==> src/rtl/bridge_fault_pkg.sv <==
package bridge_fault_pkg;

   // ****************************************************************
   // geometry of the six half-bridges
   // ****************************************************************
   localparam int unsigned BRIDGE_COUNT  = 6;
   localparam int unsigned SWITCH_COUNT  = 2 * BRIDGE_COUNT;
   localparam int unsigned LOW_BANK_BITS = 8;    // bridges 1 to 4
   localparam int unsigned HIGH_BANK_LSB = 8;    // bridges 5 to 6 start here
   localparam int unsigned HIGH_BANK_W   = 4;

   // ****************************************************************
   // serial command layout
   // ****************************************************************
   localparam int unsigned BYTE_BITS      = 8;
   localparam int unsigned FRAME_BITS     = 16;
   localparam int unsigned CNT_W          = 5;
   localparam int unsigned CLEAR_SEL_BIT  = 7;   // read_clear_select_bit position
   localparam int unsigned ADDR_HI_BIT    = 6;
   localparam int unsigned ADDR_LO_BIT    = 2;
   localparam int unsigned ADDR_EXT_BIT   = 1;   // address_extension_bit position
   localparam int unsigned ADDR_TAIL_BIT  = 0;
   localparam int unsigned SUMMARY_BIT    = 6;   // load_error_summary in status byte

   // ****************************************************************
   // address codes (bits 6..2 of the address byte)
   // ****************************************************************
   localparam logic [4:0] ADDR_OC_1_TO_4 = 5'h16;   // 101 10
   localparam logic [4:0] ADDR_OC_5_TO_6 = 5'h0e;   // 011 10
   localparam logic [4:0] ADDR_OL_1_TO_4 = 5'h01;   // 000 01
   localparam logic [4:0] ADDR_OL_5_TO_6 = 5'h11;   // 100 01
   localparam logic       ADDR_EXT_VAL   = 1'b0;
   localparam logic       ADDR_TAIL_VAL  = 1'b1;

   // ****************************************************************
   // reset values
   // ****************************************************************
   localparam logic [7:0]  STATUS_RESET = 8'h00;
   localparam logic [11:0] FLAGS_RESET  = 12'h000;
   localparam logic [3:0]  RESERVED_VAL = 4'h0;

   // register selected by a command
   typedef enum logic [2:0] {
      SEL_NONE  = 3'b000,
      SEL_OC_LO = 3'b001,
      SEL_OC_HI = 3'b010,
      SEL_OL_LO = 3'b011,
      SEL_OL_HI = 3'b100
   } reg_sel_e;

   typedef enum logic [0:0] {
      LINK_IDLE  = 1'b0,
      LINK_FRAME = 1'b1
   } link_state_e;

endpackage

==> src/rtl/level_sync.sv <==
`timescale 1ns/1ns
// two-stage synchroniser for levels arriving from outside the clock domain
module level_sync #(
   parameter int unsigned WIDTH     = 1,
   parameter logic        RESET_VAL = 1'b0
) (
   input  wire logic             sys_clk_i,
   input  wire logic             reset_n_i,
   input  wire logic [WIDTH-1:0] async_i,
   output logic      [WIDTH-1:0] sync_o
);

   logic [WIDTH-1:0] meta_q;

   // first stage feeds only the second stage
   always_ff @(posedge sys_clk_i or negedge reset_n_i) begin
      if (!reset_n_i) begin
         meta_q <= {WIDTH{RESET_VAL}};
         sync_o <= {WIDTH{RESET_VAL}};
      end else begin
         meta_q <= async_i;
         sync_o <= meta_q;
      end
   end

endmodule

==> src/rtl/bridge_fault_status_bank.sv <==
`timescale 1ns/1ns
// Summary of operation
// RULE1: summary bit is OR of all flags
// RULE2: summary read-only, falls when all flags cleared
// RULE3: first overcurrent register, bridges 1-4 layout
// RULE4: second overcurrent register, bridges 6-5 low bits
// RULE5: first open-load register, same layout
// RULE6: second open-load register, bridges 6-5 low bits
// RULE7: overcurrent latches flag and disables that switch
// RULE8: open load latches flag until host clears
// RULE9: every flag resets to zero
// RULE10: upper four bits of second registers read zero
// RULE11: 16-bit command, address bit 7 selects clear
// RULE12: flags only cleared by host command
// RULE13: all status registers zero after reset
// RULE14: new fault wins over simultaneous clear
module bridge_fault_status_bank
   import bridge_fault_pkg::*;
(
   input  wire logic                                sys_clk_i,
   input  wire logic                                reset_n_i,
   input  wire logic                                spi_cs_n_i,
   input  wire logic                                spi_sclk_i,
   input  wire logic                                spi_sdi_i,
   output logic                                     spi_sdo_o,
   output logic                                     spi_sdo_oe_o,
   input  wire logic [bridge_fault_pkg::SWITCH_COUNT-1:0] overcurrent_detect_i,
   input  wire logic [bridge_fault_pkg::SWITCH_COUNT-1:0] open_load_detect_i,
   output logic [bridge_fault_pkg::BRIDGE_COUNT-1:0] high_side_disable_o,
   output logic [bridge_fault_pkg::BRIDGE_COUNT-1:0] low_side_disable_o,
   output logic                                     load_error_summary_o
);
   import bridge_fault_pkg::*;

   // ****************************************************************
   // state
   // ****************************************************************
   typedef struct packed {
      link_state_e              link;
      logic                     sclk_prev;
      logic                     cs_n_prev;
      logic [CNT_W-1:0]         bit_cnt;
      logic [FRAME_BITS-1:0]    rx;
      logic [BYTE_BITS-1:0]     tx;
      logic [SWITCH_COUNT-1:0]  oc;     // index 2(k-1) low side, 2k-1 high side
      logic [SWITCH_COUNT-1:0]  ol;
      logic                     sdo;
      logic                     sdo_oe;
      logic                     summary;
   } state_s;

   state_s state_q;
   state_s state_d;

   logic                    cs_n_s;
   logic                    sclk_s;
   logic                    sdi_s;
   logic [SWITCH_COUNT-1:0] oc_det_s;
   logic [SWITCH_COUNT-1:0] ol_det_s;

   // ****************************************************************
   // synchronisers
   // ****************************************************************
   // chip select idles high, so its stages reset high to avoid a false frame
   level_sync #(.WIDTH(1), .RESET_VAL(1'b1)) u_sync_cs (
      .sys_clk_i (sys_clk_i),
      .reset_n_i (reset_n_i),
      .async_i   (spi_cs_n_i),
      .sync_o    (cs_n_s)
   );

   level_sync #(.WIDTH(2), .RESET_VAL(1'b0)) u_sync_link (
      .sys_clk_i (sys_clk_i),
      .reset_n_i (reset_n_i),
      .async_i   ({spi_sclk_i, spi_sdi_i}),
      .sync_o    ({sclk_s, sdi_s})
   );

   // detectors are analog comparators, asynchronous to this clock
   level_sync #(.WIDTH(2 * SWITCH_COUNT), .RESET_VAL(1'b0)) u_sync_det (
      .sys_clk_i (sys_clk_i),
      .reset_n_i (reset_n_i),
      .async_i   ({overcurrent_detect_i, open_load_detect_i}),
      .sync_o    ({oc_det_s, ol_det_s})
   );

   // ****************************************************************
   // decode helpers
   // ****************************************************************
   // address byte to register select; bit 0 and the extension bit must match
   function automatic reg_sel_e decode_addr(input logic [BYTE_BITS-1:0] abyte);
      reg_sel_e sel;
      sel = SEL_NONE;
      if (abyte[ADDR_TAIL_BIT] == ADDR_TAIL_VAL && abyte[ADDR_EXT_BIT] == ADDR_EXT_VAL) begin
         case (abyte[ADDR_HI_BIT:ADDR_LO_BIT])
            ADDR_OC_1_TO_4: sel = SEL_OC_LO;  // RULE3
            ADDR_OC_5_TO_6: sel = SEL_OC_HI;  // RULE4
            ADDR_OL_1_TO_4: sel = SEL_OL_LO;  // RULE5
            ADDR_OL_5_TO_6: sel = SEL_OL_HI;  // RULE6
            default:        sel = SEL_NONE;
         endcase
      end
      return sel;
   endfunction

   // mask of flag bits covered by one register
   function automatic logic [SWITCH_COUNT-1:0] bank_mask(input logic hi);
      bank_mask = hi ? {{HIGH_BANK_W{1'b1}}, {LOW_BANK_BITS{1'b0}}}
                     : {{HIGH_BANK_W{1'b0}}, {LOW_BANK_BITS{1'b1}}};
   endfunction

   // read value of the selected register; unmapped addresses read zero
   function automatic logic [BYTE_BITS-1:0] read_value(input reg_sel_e sel,
                                                      input logic [SWITCH_COUNT-1:0] oc,
                                                      input logic [SWITCH_COUNT-1:0] ol);
      case (sel)
         SEL_OC_LO: read_value = oc[LOW_BANK_BITS-1:0];                              // RULE3
         SEL_OC_HI: read_value = {RESERVED_VAL, oc[HIGH_BANK_LSB +: HIGH_BANK_W]};   // RULE4 RULE10
         SEL_OL_LO: read_value = ol[LOW_BANK_BITS-1:0];                              // RULE5
         SEL_OL_HI: read_value = {RESERVED_VAL, ol[HIGH_BANK_LSB +: HIGH_BANK_W]};   // RULE6 RULE10
         default:   read_value = STATUS_RESET;
      endcase
   endfunction

   // ****************************************************************
   // next state
   // ****************************************************************
   always_comb begin
      logic                    sclk_rise;
      logic                    sclk_fall;
      logic                    cs_fall;
      logic                    cs_rise;
      logic [SWITCH_COUNT-1:0] oc_clr;
      logic [SWITCH_COUNT-1:0] ol_clr;
      reg_sel_e                sel;
      logic [BYTE_BITS-1:0]    status_byte;

      state_d     = state_q;
      sclk_rise   = sclk_s & ~state_q.sclk_prev;
      sclk_fall   = ~sclk_s & state_q.sclk_prev;
      cs_fall     = ~cs_n_s & state_q.cs_n_prev;
      cs_rise     = cs_n_s & ~state_q.cs_n_prev;
      oc_clr      = '0;
      ol_clr      = '0;
      sel         = decode_addr(state_q.rx[FRAME_BITS-1 -: BYTE_BITS]);
      status_byte = STATUS_RESET;
      status_byte[SUMMARY_BIT] = state_q.summary;

      state_d.sclk_prev = sclk_s;
      state_d.cs_n_prev = cs_n_s;

      // link framing; status byte goes out while the address byte comes in
      case (state_q.link)
         LINK_IDLE: begin
            if (cs_fall) begin
               state_d.link    = LINK_FRAME;
               state_d.bit_cnt = '0;
               state_d.sdo     = status_byte[BYTE_BITS-1];
               state_d.tx      = {status_byte[BYTE_BITS-2:0], 1'b0};
               state_d.sdo_oe  = 1'b1;
            end
         end
         LINK_FRAME: begin
            if (cs_rise) begin
               state_d.link   = LINK_IDLE;
               state_d.sdo_oe = 1'b0;
               state_d.sdo    = 1'b0;
               // only a complete 16-bit frame with the clear select bit acts
               if (state_q.bit_cnt == CNT_W'(FRAME_BITS)
                   && state_q.rx[BYTE_BITS + CLEAR_SEL_BIT]) begin  // RULE11 RULE12
                  case (sel)
                     SEL_OC_LO: oc_clr = bank_mask(1'b0);
                     SEL_OC_HI: oc_clr = bank_mask(1'b1);
                     SEL_OL_LO: ol_clr = bank_mask(1'b0);
                     SEL_OL_HI: ol_clr = bank_mask(1'b1);
                     default:   oc_clr = '0;
                  endcase
               end
            end else begin
               if (sclk_rise) begin
                  state_d.rx = {state_q.rx[FRAME_BITS-2:0], sdi_s};
                  // saturate above a full frame so overlong frames are rejected
                  if (state_q.bit_cnt <= CNT_W'(FRAME_BITS)) begin
                     state_d.bit_cnt = state_q.bit_cnt + CNT_W'(1);
                  end
                  // address byte complete: capture the addressed register
                  if (state_q.bit_cnt == CNT_W'(BYTE_BITS - 1)) begin
                     state_d.tx = read_value(
                        decode_addr({state_q.rx[BYTE_BITS-2:0], sdi_s}),
                        state_q.oc, state_q.ol);  // RULE11
                  end
               end
               if (sclk_fall) begin
                  state_d.sdo = state_q.tx[BYTE_BITS-1];
                  state_d.tx  = {state_q.tx[BYTE_BITS-2:0], 1'b0};
               end
            end
         end
         default: state_d.link = LINK_IDLE;
      endcase

      // a detection in the same cycle as the clear keeps the flag set
      state_d.oc = (state_q.oc & ~oc_clr) | oc_det_s;  // RULE7 RULE12 RULE14
      state_d.ol = (state_q.ol & ~ol_clr) | ol_det_s;  // RULE8 RULE12 RULE14

      // summary follows the flags; it has no clear of its own
      state_d.summary = |{state_d.oc, state_d.ol};  // RULE1 RULE2
   end

   // ****************************************************************
   // registers
   // ****************************************************************
   // all flags and the summary come up clear
   always_ff @(posedge sys_clk_i or negedge reset_n_i) begin
      if (!reset_n_i) begin
         state_q.link      <= LINK_IDLE;
         state_q.sclk_prev <= 1'b0;
         state_q.cs_n_prev <= 1'b1;
         state_q.bit_cnt   <= '0;
         state_q.rx        <= '0;
         state_q.tx        <= STATUS_RESET;
         state_q.oc        <= FLAGS_RESET;  // RULE9 RULE13
         state_q.ol        <= FLAGS_RESET;  // RULE9 RULE13
         state_q.sdo       <= 1'b0;
         state_q.sdo_oe    <= 1'b0;
         state_q.summary   <= 1'b0;
      end else begin
         state_q <= state_d;
      end
   end

   // ****************************************************************
   // outputs
   // ****************************************************************
   // a latched overcurrent holds its switch off until the host clears it
   always_comb begin
      for (int k = 0; k < BRIDGE_COUNT; k++) begin
         high_side_disable_o[k] = state_q.oc[2*k+1];  // RULE7
         low_side_disable_o[k]  = state_q.oc[2*k];    // RULE7
      end
   end

   assign spi_sdo_o            = state_q.sdo;
   assign spi_sdo_oe_o         = state_q.sdo_oe;
   assign load_error_summary_o = state_q.summary;

endmodule

==> config.mk <==
export PLATFORM = sky130hd
export DESIGN_NAME = bridge_fault_status_bank
export DESIGN_NICKNAME = d
export VERILOG_FILES = /design/src/rtl/bridge_fault_pkg.sv /design/src/rtl/level_sync.sv /design/src/rtl/bridge_fault_status_bank.sv
export SDC_FILE = /design/constraint.sdc
export NUM_CORES = 1
export LEC_CHECK = 0
export ABC_AREA = 1
export BUFFER_PORTS_ARGS = -buffer_cell sky130_fd_sc_hd__buf_2
export CORE_MARGIN = 3
export CORE_UTILIZATION = 39
export CTS_BUF_LIST = sky130_fd_sc_hd__clkbuf_4
export CTS_CLUSTER_DIAMETER = 100
export DETAILED_ROUTE_END_ITERATION = 7
export PLACE_DENSITY = 0.62
export SYNTH_ARGS = -nofsm -noshare
export SYNTH_HDL_FRONTEND = slang
export SYNTH_SLANG_ARGS = --single-unit
==> constraint.sdc <==
create_clock -name sys_clk_i -period 1.57 [get_ports sys_clk_i]
set_input_delay 0 -clock sys_clk_i [delete_from_list [all_inputs] [get_ports sys_clk_i]]
set_output_delay 0 -clock sys_clk_i [all_outputs]
set_load 0.1 [all_outputs]
==> results.py <==
metrics = {
    "sta": {
        "final.setup_skew_ns": 0.0140,
        "hold_viol_final": 0,
        "grt_setup_unrepaired": "true",
        "post-route-period-util_pct": 116,
        "timing.fmax_ghz": 0.548,
        "max_slew_margin_pct": 67.5,
        "tns_ns": -1.53,
        "fin_ws_ns": -0.254,
        "period_minus_slack_ns": 1.82,
        "drv_slew": 0,
        "setup_violations": 26,
        "worst_slew_pin_slew_ns": 0.490,
    },
    "yosys": {
        "synthMostInstantiatedCell": "nand2_1",
        "netlist_instances": 425,
        "synth-async-reset-ratio_pct": 100,
        "ys_top_cells_by_area": "dfrtp_1 (65%), nand2_1 (12%), inv_1 (4.6%)",
        "ys.flop_type": "dfrtp_1",
        "synth_warnings": 0,
        "yosys-top-cells-count": "nand2_1 (131), dfrtp_1 (110), inv_1 (52)",
        "synth_edf_count": 0,
        "synth_cell_types": 24,
        "synth-seq-cells": 113,
        "syn_nets": 456,
        "yosysSeqAreaShare_pct": 66.5,
        "post-synth-top-area-cell": "dfrtp_1",
        "synth_top_area_share_pct": 64.6,
        "syn_area_per_cell_um2": 10.0,
        "synthesis.area_mm2": 0.00426,
    },
    "critical_path": {
        "path_class": "register to register",
        "cp.arrival_ns": 2.21,
        "endpoint_kind": "register",
        "critPathMaxStageDelay_ns": 0.40,
        "r2r_slack_ns": -0.25,
        "cpLargestDelayFamily": "simple AND/OR/NAND/NOR gates",
        "worstPathCellList": "inv_2 > ha_4 > nand3_4 > nor2_4 > buf_4 > nand4_4 > nand2_1 > nand2_2 > nor2_1 > nand2_1 > nor2_1 > nand3_1",
        "path_buf_inv": 2,
        "cp_max_fo": 8,
        "critPathLaunchType": "register",
        "required_ns": 1.95,
        "cp_slowest_cell": "dfrtp_1",
    },
    "layout": {
        "antennaDiodeCount": 0,
        "syn_to_final_growth_pct": 35.0,
        "fin_nets": 576,
        "fill_cells": 941,
        "drive_gt1_share_pct": 34.2,
    },
    "grt": {
        "grt_util_all_layers_pct": 14.7,
        "grt_overflow": 0,
        "antenna_found_initial": 0,
        "grt_pass1_wl_um": 14400,
        "grt_max_degree": 70,
        "grt_pass1_vias": 3163,
    },
    "hold_path": {
        "hold_path.class": "input port to register",
    },
    "detailed_routing": {
        "vias": 3160,
        "drt-total-wl_um": 8730,
        "drc_errors": 0,
        "drtAntennaViolNets": 0,
        "vias_per_cell": 4.55,
        "drt_iter0_markers": 138,
        "first_pass_iters": 5,
        "wire_per_inst_um": 12.6,
    },
    "floorplanning": {
        "num_rows": 37,
        "die_h_um": 111,
        "chipWidth_um": 111,
        "ios": 44,
        "dieArea_mm2": 0.0122,
        "start_util_pct": 40.7,
        "coreArea_mm2": 0.0105,
    },
    "status": {
        "outcome": "finished, violations left",
        "violations": "setup timing",
    },
    "pwr": {
        "p_per_area_mw_per_mm2": 1080,
        "p_leak_nw": 2.76,
        "ir_drop_uv": 693,
        "total_power_mw": 6.21,
    },
    "placement": {
        "hpwl_um": 5670,
        "gp_congestion": 0.800,
        "portBuffers": 43,
    },
    "cts": {
        "cts_buffers": 17,
        "ctsLongestPathBuffers": 2,
        "htreeDepth": 4,
        "clock-sinks": 113,
        "cts_tree": "done",
        "clk_latency_ns": 0.51,
        "clk_pin_slew_ns": 0.11,
        "cts_root_buf": "clkbuf_4",
    },
    "run": {
        "cap_violations": 0,
    },
}
==> cells by family after synthesis <==
kind of cell    Yosys count  synth area share [%]
flops                   113                  66.5
compound gates           48                  6.81
simple gates            192                  18.8
fa+ha+maj                 2                 0.587
buf+inv                  70                  7.37
==> power by group <==
| part | total, mW | leakage [nW] | switching, mW | internal (mW) |
|---|---|---|---|---|
| sequential | 3.21 | 1.30 | 0.111 | 3.10 |
| clock | 1.98 | 0.134 | 1.15 | 0.824 |
| combinational | 1.02 | 1.33 | 0.612 | 0.410 |
| total | 6.21 | 2.76 | 1.88 | 4.33 |
==> registers in the layout (all words and copies together), names as in the netlist <==
signal and cells:
u_sync_cs.sync_o 1, u_sync_cs.meta_q 1, u_sync_link.sync_o 2, u_sync_det.meta_q 24, spi_sdo_o 1, state_q 44, u_sync_link.meta_q 2, low_side_disable_o 6
high_side_disable_o 6, spi_sdo_oe_o 1, load_error_summary_o 1, u_sync_det.sync_o 24
==> metal layers <==
layer  GRT usage, %  wire [um]  vias to the layer above
li1               -          -                     1575
met1           17.9       3830                     1500
met2           23.5       4410                       64
met3           4.77        289                       21
met4           7.31        208                        0
met5              0          0                        -
==> worst paths after layout <==
kind | endpoint | cells after the start | startpoint
hold / removal | u_sync_det.meta_q[11] | 2 | open_load_detect_i[11]
setup / recovery | load_error_summary_o | 12 | state_q[52]
hold reg to reg | u_sync_det.sync_o[14] | 0 | u_sync_det.meta_q[14]
setup reg to reg | load_error_summary_o | 12 | state_q[52]
min in group asynchronous | spi_sdo_oe_o | 4 | reset_n_i
max in group asynchronous | state_q[47] | 4 | reset_n_i
==> repair_timing <==
item | CTS | global route
pin swaps | 3 | 20
resized for setup | 8 | 87
hold buffers | 30 | 0
cloned | 0 | 2
buffers inserted | 1 | 10
endpoints found under the setup margin | 28 | 34
hold endpoints to repair | 140 | 0
==> area by class of cell <==
cell class | instances | area (um^2) | share of cell area (%)
clock inverter | 14 | 134 | 2.33
tap | 136 | 170 | 2.96
clock buffer | 18 | 135 | 2.35
inverter | 55 | 211 | 3.68
timing repair buffer | 116 | 903 | 15.7
sequential | 113 | 2830 | 49.2
multi-input combinational | 242 | 1370 | 23.7
==> cell usage in the layout, fill, tap and decap left out, types with 2 or more instances in the layout <==
cell           netlist  layout
a21oi_1             12       7
a21oi_2              1       6
a22o_1               9       9
buf_12               0       2
buf_2                1      42
buf_4               13      33
buf_6                0       8
clkbuf_4             0      18
clkinv_4             0       4
clkinvlp_4           0       4
dfrtp_1            110     109
dfstp_2              3       3
dlygate4sd3_1        0      30
ha_4                 0       2
inv_1               52      45
inv_2                3       8
inv_4                0       2
inv_6                0       4
nand2_1            131     110
nand2_2              2      19
nand2_4              0       3
nand3_1              9       4
nand3_2              0       3
nand3_4              0       2
nand4_1              7       7
nand4_4              0       2
nor2_1              33      25
nor2_2               4       8
nor2_4               2       6
o21ai_0             22       3
o21ai_1              2      15
o21ai_2              0       6
==> through the flow <==
step                      area, um^2  hold WS (ns)  instances  utilization (%)  setup slack [ns]
after floorplan                 4310        -0.296        425                -          -0.00744
after CTS                       5450        0.0578        684             52.1            -0.209
after global placement          4850        -0.183        621             46.4            -0.265
final                           5750         0.128        694             55.0            -0.254
after global routing            5750        0.0683        694             55.0            -0.362
after detailed placement        4850        -0.185        621             46.4            -0.300
Note: power is estimated with default switching activity, not from simulation.
